<file path="config.mk">
export PLATFORM = sky130hd
export DESIGN_NAME = gpage_decode
export DESIGN_NICKNAME = d
export VERILOG_FILES = /design/src/common/gpage_pkg.sv /design/src/rtl/gpage_mtype.sv /design/src/rtl/gpage_perm.sv /design/src/rtl/gpage_decode.sv
export VERILOG_INCLUDE_DIRS = /design/src /design/src/common
export SDC_FILE = /design/constraint.sdc
export NUM_CORES = 1
export LEC_CHECK = 0
export ABC_AREA = 1
export BUFFER_PORTS_ARGS = -buffer_cell sky130_fd_sc_hd__buf_2
export CAP_MARGIN = 15
export CELL_PAD_IN_SITES_DETAIL_PLACEMENT = 1
export CELL_PAD_IN_SITES_GLOBAL_PLACEMENT = 1
export CORE_MARGIN = 2
export CORE_UTILIZATION = 31
export CTS_BUF_LIST = sky130_fd_sc_hd__clkbuf_8
export DETAILED_ROUTE_END_ITERATION = 8
export PLACE_DENSITY_LB_ADDON = 0.1
export SKIP_CTS_REPAIR_TIMING = 1
export SLEW_MARGIN = 20
export SYNTH_ARGS = -nofsm -noshare
export SYNTH_HDL_FRONTEND = slang
export SYNTH_SLANG_ARGS = --single-unit
</file>
<file path="constraint.sdc">
create_clock -name clk_in -period 3.35 [get_ports clk_in]
set_input_delay 0 -clock clk_in [delete_from_list [all_inputs] [get_ports clk_in]]
set_output_delay 0 -clock clk_in [all_outputs]
set_load 0.1 [all_outputs]
</file>
<file path="src/common/gpage_params.svh">
/*
 * constants of the 1-gbyte entry decoder: entry fields, memory types, control map.
 * assumes: included by bare name.
 */
`ifndef GPAGE_PARAMS_SVH
`define GPAGE_PARAMS_SVH

// ----------------------------------------------------------------------------
// entry layout
// ----------------------------------------------------------------------------
`define ENTRY_W            64
`define HOST_ADDR_W        46
`define EXEC_DENY_POS      63
`define RSVD_HI_POS        51
`define FRAME_LO_POS       30
`define RSVD_MID_HI_POS    29
`define RSVD_MID_LO_POS    13
`define ATTR_IDX_POS       12
`define EXT_ACC_POS        10
`define GLOBAL_POS         8
`define PAGE_SIZE_POS      7
`define DIRTY_POS          6
`define ACCESSED_POS       5
`define CACHE_DIS_POS      4
`define WRITE_THRU_POS     3
`define USER_POS           2
`define WRITE_POS          1
`define PRESENT_POS        0

// ----------------------------------------------------------------------------
// memory-type codes
// ----------------------------------------------------------------------------
`define MTYPE_W            3
`define MTYPE_DEFAULT      3'h0

// ----------------------------------------------------------------------------
// control port map
// ----------------------------------------------------------------------------
`define ADDR_W             4
`define DATA_W             32
`define REG_CTRL           4'h0
`define REG_STATUS         4'h4
`define REG_COUNT          4'h8
`define CTRL_W             7
`define CTRL_RESET         7'h00
`define CTRL_NOEX_POS      0
`define CTRL_NEST_POS      1
`define CTRL_GLOB_POS      2
`define CTRL_WPROT_POS     3
`define CTRL_TRACK_POS     4
`define CTRL_SUPP_POS      5
`define CTRL_COH_POS       6
`define CNT_W              16
`define CNT_ONE            16'h0001
`define ZERO32             32'h0000_0000

`endif

</file>
<file path="src/common/gpage_pkg.sv">
/*
 * types shared by the entry decoder and its helpers.
 * assumes: gpage_params.svh is on the include path.
 */
`include "gpage_params.svh"

package gpage_pkg;
    // decode outcome classes, one-hot
    typedef enum logic [3:0] {
        OUT_OK     = 4'b0001,
        OUT_NOTPRS = 4'b0010,
        OUT_DIR    = 4'b0100,
        OUT_RSVD   = 4'b1000
    } outcome_e;

    // walk state, one-hot
    typedef enum logic [1:0] {
        ST_IDLE = 2'b01,
        ST_DONE = 2'b10
    } walk_e;

    typedef logic [`MTYPE_W-1:0]     mtype_t;
    typedef logic [`HOST_ADDR_W-1:0] haddr_t;
endpackage : gpage_pkg

</file>
<file path="src/rtl/gpage_mtype.sv">
/*
 * memory-type selector: turns the three attribute bits into a memory-type index.
 * assumes: purely combinational, used inside the entry decoder.
 */
`timescale 1ns/10ps
`include "gpage_params.svh"

module gpage_mtype (
    input  wire logic            coherent_in,     // requester in processor coherency domain
    input  wire logic            attr_idx_in,     // attribute index bit
    input  wire logic            cache_dis_in,    // cache disable bit
    input  wire logic            write_thru_in,   // write-through bit
    output gpage_pkg::mtype_t    mtype_out        // selected memory-type index
);
    import gpage_pkg::*;

    // ------------------------------------------------------------------------
    // selection
    // ------------------------------------------------------------------------
    // other requesters see the default type, the bits have no influence
    always_comb begin
        if (coherent_in) begin
            mtype_out = {attr_idx_in, cache_dis_in, write_thru_in};
        end else begin
            mtype_out = `MTYPE_DEFAULT;
        end
    end
endmodule : gpage_mtype

</file>
<file path="src/rtl/gpage_perm.sv">
/*
 * permission checker: privilege, write and execute checks of a 1-gbyte entry.
 * assumes: purely combinational, used inside the entry decoder.
 */
`timescale 1ns/10ps
`include "gpage_params.svh"

module gpage_perm (
    input  wire logic  user_ok_in,       // entry user bit
    input  wire logic  write_ok_in,      // entry write bit
    input  wire logic  exec_deny_in,     // entry execute-deny bit
    input  wire logic  no_exec_en_in,    // no-execute enable from context
    input  wire logic  wr_prot_en_in,    // write-protect enable from context
    input  wire logic  req_user_in,      // request carries user privilege
    input  wire logic  req_write_in,     // request seeks write
    input  wire logic  req_exec_in,      // request seeks execute
    output logic       deny_out          // any check failed
);
    import gpage_pkg::*;

    logic deny_user;  // user access refused
    logic deny_write; // write refused
    logic deny_exec;  // execute refused

    // ------------------------------------------------------------------------
    // checks
    // ------------------------------------------------------------------------
    always_comb begin
        deny_user  = req_user_in && !user_ok_in;
        deny_write = req_write_in && !write_ok_in
                     && (req_user_in || wr_prot_en_in);
        deny_exec  = req_exec_in && no_exec_en_in && exec_deny_in;
        deny_out   = deny_user || deny_write || deny_exec;
    end
endmodule : gpage_perm

</file>
<file path="src/rtl/gpage_decode.sv">
/*
 * 1-gbyte paging entry decoder: result and updated entry stand one cycle after a
 * request; context controls sit in a small register file on a strobe port.
 * assumes: one clock; the page walker stores the entry while writeback_out is high.
 */
// The strobed register port and the address map are this design's own decisions.
// Contract
// - execute denied when no-exec enabled and bit63
// - frame base taken from bits 45 to 30
// - nested enable marks frame as guest physical
// - coherent requesters get type from bits 12,4,3
// - bit 10 set on use when tracking enabled
// - bit 8 marks global when global enabled
// - bit 7 clear means directory, not page
// - bit 6 set after granted write request
// - bit 5 set when entry used
// - bit 2 clear denies user requests
// - bit 1 clear denies user, protected supervisor writes
// - present bit 0 required for valid page
// - extended accessed ignored without capability support
`timescale 1ns/10ps
`include "gpage_params.svh"

module gpage_decode (
    input  wire logic                clk_in,        // 200 mhz clock
    input  wire logic                reset_in,      // async reset, high
    // request
    input  wire logic                req_valid_in,  // entry presented
    input  wire logic [`ENTRY_W-1:0] entry_in,      // fetched entry
    input  wire logic                req_user_in,   // user privilege
    input  wire logic                req_write_in,  // write request
    input  wire logic                req_exec_in,   // execute request
    // control port
    input  wire logic [`ADDR_W-1:0]  reg_addr_in,   // register address
    input  wire logic [`DATA_W-1:0]  reg_wdata_in,  // write data
    input  wire logic                reg_write_in,  // write strobe
    input  wire logic                reg_read_in,   // read strobe
    output logic [`DATA_W-1:0]       reg_rdata_out, // read data
    // result
    output logic                     done_out,      // result valid pulse
    output logic                     granted_out,   // translation granted
    output logic                     fault_out,     // not present/reserved
    output logic                     perm_deny_out, // permission refused
    output logic                     is_dir_out,    // entry is a directory
    output gpage_pkg::haddr_t        frame_out,     // 1-gbyte frame base
    output logic                     frame_gpa_out, // frame needs 2nd stage
    output gpage_pkg::mtype_t        mtype_out,     // memory type index
    output logic                     global_out,    // translation global
    output logic [`ENTRY_W-1:0]      entry_upd_out, // entry with flags set
    output logic                     writeback_out  // entry must be stored
);
    import gpage_pkg::*;

    // ------------------------------------------------------------------------
    // helpers
    // ------------------------------------------------------------------------
    // field test on a control word
    function automatic logic ctl_bit(input logic [`CTRL_W-1:0] c, input int pos);
        ctl_bit = c[pos];
    endfunction : ctl_bit

    // ------------------------------------------------------------------------
    // declarations
    // ------------------------------------------------------------------------
    logic [`CTRL_W-1:0]    ctrl_q;         // context controls
    logic [`CNT_W-1:0]     count_q;        // granted translations
    outcome_e              last_q;         // last outcome
    walk_e                 state_q;        // done tracker
    logic                  rsvd_bad;       // reserved bits nonzero
    logic                  present;        // entry present
    logic                  page_map;       // maps a page
    logic                  deny;           // permission fail
    logic                  ok;             // grant
    logic                  ext_track;      // extended accessed in use
    mtype_t                mtype;          // memory type
    logic [`ENTRY_W-1:0]   upd;            // updated entry
    outcome_e              outcome;        // this request's class

    // ------------------------------------------------------------------------
    // submodules
    // ------------------------------------------------------------------------
    gpage_mtype u_mtype (
        .coherent_in   (ctl_bit(ctrl_q, `CTRL_COH_POS)),
        .attr_idx_in   (entry_in[`ATTR_IDX_POS]),
        .cache_dis_in  (entry_in[`CACHE_DIS_POS]),
        .write_thru_in (entry_in[`WRITE_THRU_POS]),
        .mtype_out     (mtype)
    );

    gpage_perm u_perm (
        .user_ok_in    (entry_in[`USER_POS]),
        .write_ok_in   (entry_in[`WRITE_POS]),
        .exec_deny_in  (entry_in[`EXEC_DENY_POS]),
        .no_exec_en_in (ctl_bit(ctrl_q, `CTRL_NOEX_POS)),
        .wr_prot_en_in (ctl_bit(ctrl_q, `CTRL_WPROT_POS)),
        .req_user_in   (req_user_in),
        .req_write_in  (req_write_in),
        .req_exec_in   (req_exec_in),
        .deny_out      (deny)
    );

    // ------------------------------------------------------------------------
    // combinational decode
    // ------------------------------------------------------------------------
    // bits 62:52, 11 and 9 are never looked at here
    always_comb begin
        present  = entry_in[`PRESENT_POS];
        page_map = entry_in[`PAGE_SIZE_POS];
        rsvd_bad = (|entry_in[`RSVD_HI_POS:`HOST_ADDR_W])
                   || (|entry_in[`RSVD_MID_HI_POS:`RSVD_MID_LO_POS]);
        ext_track = ctl_bit(ctrl_q, `CTRL_TRACK_POS)
                    && ctl_bit(ctrl_q, `CTRL_SUPP_POS);
        // reserved layout only applies once known to be a page
        if (!present) begin
            outcome = OUT_NOTPRS;
        end else if (!page_map) begin
            outcome = OUT_DIR;
        end else if (rsvd_bad) begin
            outcome = OUT_RSVD;
        end else begin
            outcome = OUT_OK;
        end
        ok  = (outcome == OUT_OK) && !deny;
        upd = entry_in;
        if (ok) begin
            upd[`ACCESSED_POS] = 1'b1;
            if (ext_track) begin
                upd[`EXT_ACC_POS] = 1'b1;
            end
            if (req_write_in) begin
                upd[`DIRTY_POS] = 1'b1;
            end
        end
    end

    // ------------------------------------------------------------------------
    // result registers
    // ------------------------------------------------------------------------
    always_ff @(posedge clk_in or posedge reset_in) begin
        if (reset_in) begin
            done_out      <= 1'b0;
            granted_out   <= 1'b0;
            fault_out     <= 1'b0;
            perm_deny_out <= 1'b0;
            is_dir_out    <= 1'b0;
            frame_out     <= '0;
            frame_gpa_out <= 1'b0;
            mtype_out     <= `MTYPE_DEFAULT;
            global_out    <= 1'b0;
            entry_upd_out <= '0;
            writeback_out <= 1'b0;
        end else begin
            done_out <= req_valid_in;
            if (req_valid_in) begin
                granted_out   <= ok;
                fault_out     <= (outcome == OUT_NOTPRS) || (outcome == OUT_RSVD);
                perm_deny_out <= (outcome == OUT_OK) && deny;
                is_dir_out    <= (outcome == OUT_DIR);
                frame_out     <= {entry_in[`HOST_ADDR_W-1:`FRAME_LO_POS],
                                  {`FRAME_LO_POS{1'b0}}};
                frame_gpa_out <= ctl_bit(ctrl_q, `CTRL_NEST_POS);
                mtype_out     <= mtype;
                global_out    <= ctl_bit(ctrl_q, `CTRL_GLOB_POS)
                                 && entry_in[`GLOBAL_POS];
                entry_upd_out <= upd;
                writeback_out <= ok && (upd != entry_in);
            end else begin
                writeback_out <= 1'b0;
            end
        end
    end

    // ------------------------------------------------------------------------
    // status tracking
    // ------------------------------------------------------------------------
    always_ff @(posedge clk_in or posedge reset_in) begin
        if (reset_in) begin
            state_q <= ST_IDLE;
            last_q  <= OUT_OK;
            count_q <= '0;
        end else begin
            unique case (state_q)
                ST_IDLE: begin
                    if (req_valid_in) begin
                        state_q <= ST_DONE;
                    end
                end
                ST_DONE: begin
                    if (!req_valid_in) begin
                        state_q <= ST_IDLE;
                    end
                end
                default: state_q <= ST_IDLE;
            endcase
            if (req_valid_in) begin
                last_q <= outcome;
                if (ok) begin
                    count_q <= count_q + `CNT_ONE;
                end
            end
        end
    end

    // ------------------------------------------------------------------------
    // control register
    // ------------------------------------------------------------------------
    always_ff @(posedge clk_in or posedge reset_in) begin
        if (reset_in) begin
            ctrl_q <= `CTRL_RESET;
        end else if (reg_write_in && reg_addr_in == `REG_CTRL) begin
            ctrl_q <= reg_wdata_in[`CTRL_W-1:0];
        end
    end

    // ------------------------------------------------------------------------
    // read port
    // ------------------------------------------------------------------------
    // data stand one cycle after the strobe only; unmapped reads give zero
    always_ff @(posedge clk_in or posedge reset_in) begin
        if (reset_in) begin
            reg_rdata_out <= `ZERO32;
        end else if (reg_read_in) begin
            unique case (reg_addr_in)
                `REG_CTRL:   reg_rdata_out <= {{(`DATA_W-`CTRL_W){1'b0}}, ctrl_q};
                `REG_STATUS: reg_rdata_out <= {{(`DATA_W-6){1'b0}}, state_q, last_q};
                `REG_COUNT:  reg_rdata_out <= {{(`DATA_W-`CNT_W){1'b0}}, count_q};
                default:     reg_rdata_out <= `ZERO32;
            endcase
        end else begin
            reg_rdata_out <= `ZERO32;
        end
    end
endmodule : gpage_decode

</file>
==> Word-level counts from Yosys, hierarchy flattened <==
Index checks and enable logic that the tools add are counted.
{ "word_totals": {"ff_bits": 152, "out_inout_bits": 153} }
{ "classes": {"addsub": 1, "reduce_logical": 24, "muxes": 14, "eq_ne": 11} }
{ "ops": {"columns": ["cell", "count"], "rows": [
  ["case mux 16 bit (3 select lines)", 1],
  ["2-to-1 mux 32 bit", 1],
  ["OR reduction 17 bit", 1],
  ["adder 16 x 1 -> 16 bit, second input constant", 1],
  ["2-to-1 mux 4 bit", 3],
  ["logical AND 1 bit", 11],
  ["equality test 4 x 3 -> 1 bit, second input constant", 2],
  ["equality test 4 bit, second input constant", 2],
  ["2-to-1 mux 2 bit", 3],
  ["OR reduction 6 bit", 1],
  ["logical OR 1 bit", 5],
  ["equality test 4 x 1 -> 1 bit, second input constant", 1],
  ["equality test 4 x 2 -> 1 bit, second input constant", 1],
  ["logical NOT 4 bit", 1],
  ["2-to-1 mux 1 bit", 4],
  ["!= test 2 bit, second input constant", 2],
  ["case mux 2 bit (2 select lines)", 1],
  ["AND reduction 2 bit", 2],
  ["logical NOT 1 bit", 3],
  ["2-to-1 mux 3 bit", 1],
  ["!= test 3 bit", 1],
  ["equality test 2 x 1 -> 1 bit, second input constant", 1],
  ["equality test 2 bit, second input constant", 1]
]} }

==> Longest topological paths before layout <==
{ "depth": {"word_depth": 11, "ltp_mapped": 10} }

==> Hierarchy <==
A second synthesis with hierarchy kept.
{ "hier_totals": {"cells_unflattened": 646, "hier_area_um2": 5440.2} }
{ "by_module_without_submodules": {"columns": ["mod", "cells_each", "n_inst", "area_per_inst_um2"], "rows": [
  ["gpage_decode", 630, 1, 5370.2],
  ["gpage_perm", 10, 1, 47.5],
  ["gpage_mtype", 6, 1, 22.5]
]} }

==> Least setup slack after synthesis <==
No wires, ideal clock.
{ "synth_timing": {"kind": "register to register", "start": "register count_q[0]", "end": "register count_q[13]", "path_slack_ps": 2008, "setup_time_ps": 116, "path_stages_with_launch": 9, "arrival_time_ps": 1226, "path_cell_list": "dfrtp_1 -> inv_1 -> nor3_1 -> inv_1 -> nor2_1 -> nand3_1 -> xor2_1 -> nand2_1 -> nand2_1"} }
{ "synth_between": {"elab_chain_len": 1} }
{ "synth_lines": {"columns": ["item", "line", "source"], "rows": [
  ["start, declared", "gpage_decode.sv:66", "logic [`CNT_W-1:0] count_q;"],
  ["start signal, assigned", "gpage_decode.sv:198", "count_q <= count_q + `CNT_ONE;"],
  ["adder 16 x 1 -> 16 bit (no source line)", null, null]
]} }
Every way passes these cells.
A chain may end at the register's enable or synchronous reset.

==> Final worst setup path <==
{ "layout_timing": {"start": "input entry_in[28]", "end": "register entry_upd_out[6]"} }
{ "layout_between": {"elab_chain_len": 8} }
{ "layout_lines": {"columns": ["item", "line", "source"], "rows": [
  ["start, declared", "gpage_decode.sv:29", "input wire logic [`ENTRY_W-1:0] entry_in,"],
  ["OR reduction 17 bit", "gpage_decode.sv:110", "|| (|entry_in[`RSVD_MID_HI_POS:`RSVD_MID_LO_POS]);"],
  ["logical OR 1 bit", "gpage_decode.sv:109", "rsvd_bad = (|entry_in[`RSVD_HI_POS:`HOST_ADDR_W])"],
  ["2-to-1 mux 4 bit", "gpage_decode.sv:118", "end else if (rsvd_bad) begin"],
  ["2-to-1 mux 4 bit", "gpage_decode.sv:116", "end else if (!page_map) begin"],
  ["2-to-1 mux 4 bit", "gpage_decode.sv:114", "if (!present) begin"],
  ["equality test 4 x 1 -> 1 bit", "gpage_decode.sv:123", "ok = (outcome == OUT_OK) && !deny;"],
  ["logical AND 1 bit", "gpage_decode.sv:123", null],
  ["2-to-1 mux 2 bit", "gpage_decode.sv:125", "if (ok) begin"],
  ["end signal, assigned", "gpage_decode.sv:165", "entry_upd_out <= upd;"],
  ["end, declared", "gpage_decode.sv:49", "output logic [`ENTRY_W-1:0] entry_upd_out,"]
]} }
Every way passes these cells.

==> results.tsv <==
stage	metric	value	unit
outcome	status	finished, final reports clean	
timing	clock.fmax	551	MHz
global_routing	grt_pass1_wl	23.9	mm
placement	gp_congestion	0.825	
yosys	synth-main-ff-cell	dfrtp_1	
timing	tightest_slew	0.890	ns
floorplanning	die_h	136	µm
global_routing	grtUsageMet3	0.0537	
global_routing	busiest_layer	met2	
clock_network	clk_path_buf_depth	2	
worst_setup_path	crit_start	entry_in[28]	
pwr	power_frac_seq	0.370	
timing	setup_tns	0	ns
timing	slew-limit-headroom	0.401	
finish	layout_commonest_cell	nand2_1	
yosys	async_reset_ff_frac	1.00	
finish	antennaDiodeCount	0	
job	maxCapViolCount	0	
clock_network	cts_tree	done	
detailed_routing	route.vias.total	4850	
clock_network	insertion_delay	0.43	ns
worst_setup_path	critPathRequiredTime	3.72	ns
clock_network	clkTransAtPathRegs	0.07	ns
placement	place_ws	1.61	ns
finish	fin_nets	998	
global_routing	grt_max_degree	71	
timing	holdWs	0.0358	ns
detailed_routing	drt_wl_total	16.0	mm
pwr	swShare	0.419	
worst_setup_path	r2r-start	ctrl_q[0]	
pwr	powerDensity	577	nW/µm²
clock_network	cts_root_buf	clkbuf_8	
global_routing	gr-usage-met1	0.206	
detailed_routing	antenna_left	0	
placement	dp_hpwl	11.3	mm
yosys	synth-edff-count	0	
hold_path	hp-start	req_valid_in	
clock_network	cts_max_level	4	
global_routing	grt_pass1_vias	4621	
global_routing	antenna_found_initial	0	
timing	hold_viol	0	
global_routing	gr-total-overflow	0	
pwr	p_comb_frac	0.324	
floorplanning	std_cell_rows	48	
clock_network	cts.sinks	119	
timing	period_minus_slack	1.82	ns
detailed_routing	drc	0	
yosys	syn_avg_cell_area	8.57	µm²
detailed_routing	avgRoutedWirePerCell	14.2	µm
yosys	synthCells	634	
detailed_routing	dr.pass1.iters	4	
detailed_routing	viasPerCell	4.30	
placement	portBuffers	189	
worst_setup_path	worst-path-max-fanout	6	
finish	area_growth	38.4	%
yosys	netlist_area	5430	µm²
yosys	yosysUniqueCellTypes	32	
floorplanning	start_util	0.315	
global_routing	grtUsageMet2	0.284	
timing	finalMaxSlewViolations	0	
detailed_routing	first_iter_violations	165	
timing	rsz0062_at_grt	no	
yosys	yosysWarnings	0	
pwr	intPower	2.52	mW
worst_setup_path	endpoint_kind	flip-flop	
pwr	leakage	4.13	nW
pwr	p_sw	1.82	mW
worst_setup_path	arrival	2.18	ns
timing	setup_ws	1.53	ns
clock_network	numCtsBuffers	17	
worst_setup_path	crit_path_start_kind	input pin	
floorplanning	die-width	136	µm
finish	final_core_util	0.436	
timing	skew	0.00754	ns
worst_setup_path	path_class	in -> reg	
global_routing	grt.total_usage	0.169	
finish	drive_gt1_frac	0.266	
yosys	ys_seq_elements	119	
finish	layout_common_cells	257 x nand2_1, 189 x buf_2, 117 x dfrtp_1	
yosys	yosysSeqAreaShare	0.548	
timing	setup_violations	0	
floorplanning	die_area	18600	µm²
pwr	ir_drop	0.273	mV
floorplanning	core	17200	µm²
hold_path	min_path_type	in -> reg	
pwr	clkPwrFrac	0.306	
floorplanning	design.portCount	261	
timing	fin_crit_sh	0.542	
## flip-flops by register name (all words and copies together) (netlist names)
signal / flops
state_q: 2
count_q: 16
frame_gpa_out: 1
last_q: 4
global_out: 1
mtype_out: 3
writeback_out: 1
fault_out: 1
perm_deny_out: 1
granted_out: 1
entry_upd_out: 64
ctrl_q: 7
reg_rdata_out: 16
done_out: 1
## final timing paths
check / slack (ns) / cells after the start / endpoint
setup / recovery: 1.53 / 10 / entry_upd_out[6]
hold / removal: 0.04 / 3 / entry_upd_out[60]
setup reg to reg: 1.57 / 6 / entry_upd_out[6]
hold reg to reg: 0.47 / 2 / entry_upd_out[14]
max in group asynchronous: 2.24 / 4 / entry_upd_out[21]
min in group asynchronous: 0.30 / 3 / entry_upd_out[32]
## power groups by stage
stage	registers (mW)	clock network, mW	logic (mW)
finish	1.60	1.33	1.41
global route	1.62	1.44	1.47
CTS	1.60	1.38	1.34
detailed placement	1.63	0	1.34
global placement	1.62	0	1.33
floorplan	2.21	0	0.579
## layout make-up
class,count,area [µm²]
clock buffer,19,262
clock inverter,13,140
fill,2133,9720
inverter,50,190
multi-input combinational,429,1890
sequential,119,2980
tap,225,282
timing repair buffer,272,1780
## per-stage QoR
step,total power [mW],instance area [µm²],std cells
3_3_place_gp,2.95,6320,1015
5_1_grt,4.52,7520,1127
4_1_cts,4.32,6720,1047
3_5_place_dp,2.97,6320,1015
2_1_floorplan,2.79,5600,679
6_report,4.34,7520,1127
## worst max-delay path: stages
cell and delay, ns:
dlygate4sd3_1 0.54, buf_2 0.13, nor2_1 0.10, nand2_1 0.06, nor2_1 0.18, nand3_2 0.17, nor2_4 0.21, nand3_1 0.10
a31oi_1 0.13, dlygate4sd3_1 0.56
## cells by family after synthesis
| kind of cell | count (synthesis) | share of synthesized area |
|---|---|---|
| AOI/OAI and AO/OA | 32 | 0.0350 |
| and+or+nand+nor | 334 | 0.251 |
| muxes | 2 | 0.00414 |
| adders and majority gates | 1 | 0.00230 |
| xor gates and xnor gates | 14 | 0.0226 |
| DFF | 119 | 0.548 |
| other | 1 | 0.000690 |
| buffers and inverters | 131 | 0.136 |
## synth_stat cells, types with 3 or more instances
cell type  number  share of area
a21oi_1         8         0.0074
buf_1           3         0.0021
buf_2           4         0.0037
buf_4          62          0.086
clkbuf_1       11         0.0076
dfrtp_1       117           0.54
inv_1          46          0.032
inv_2           3         0.0021
nand2_1       257           0.18
nand3_1        12          0.011
nand4_1         5         0.0058
nor2_1         29          0.020
nor2_2          5         0.0058
nor3_1         18          0.017
o21ai_0        14          0.013
o221ai_1        4         0.0064
xor2_1         14          0.023
## per-layer routing
| metal | vias up | wire, µm |
|---|---|---|
| met4 | 0 | 263 |
| met5 | - | 0 |
| li1 | 2361 | - |
| met1 | 2304 | 6740 |
| met3 | 24 | 985 |
| met2 | 161 | 7980 |
Power figures use the tool's default switching activity.
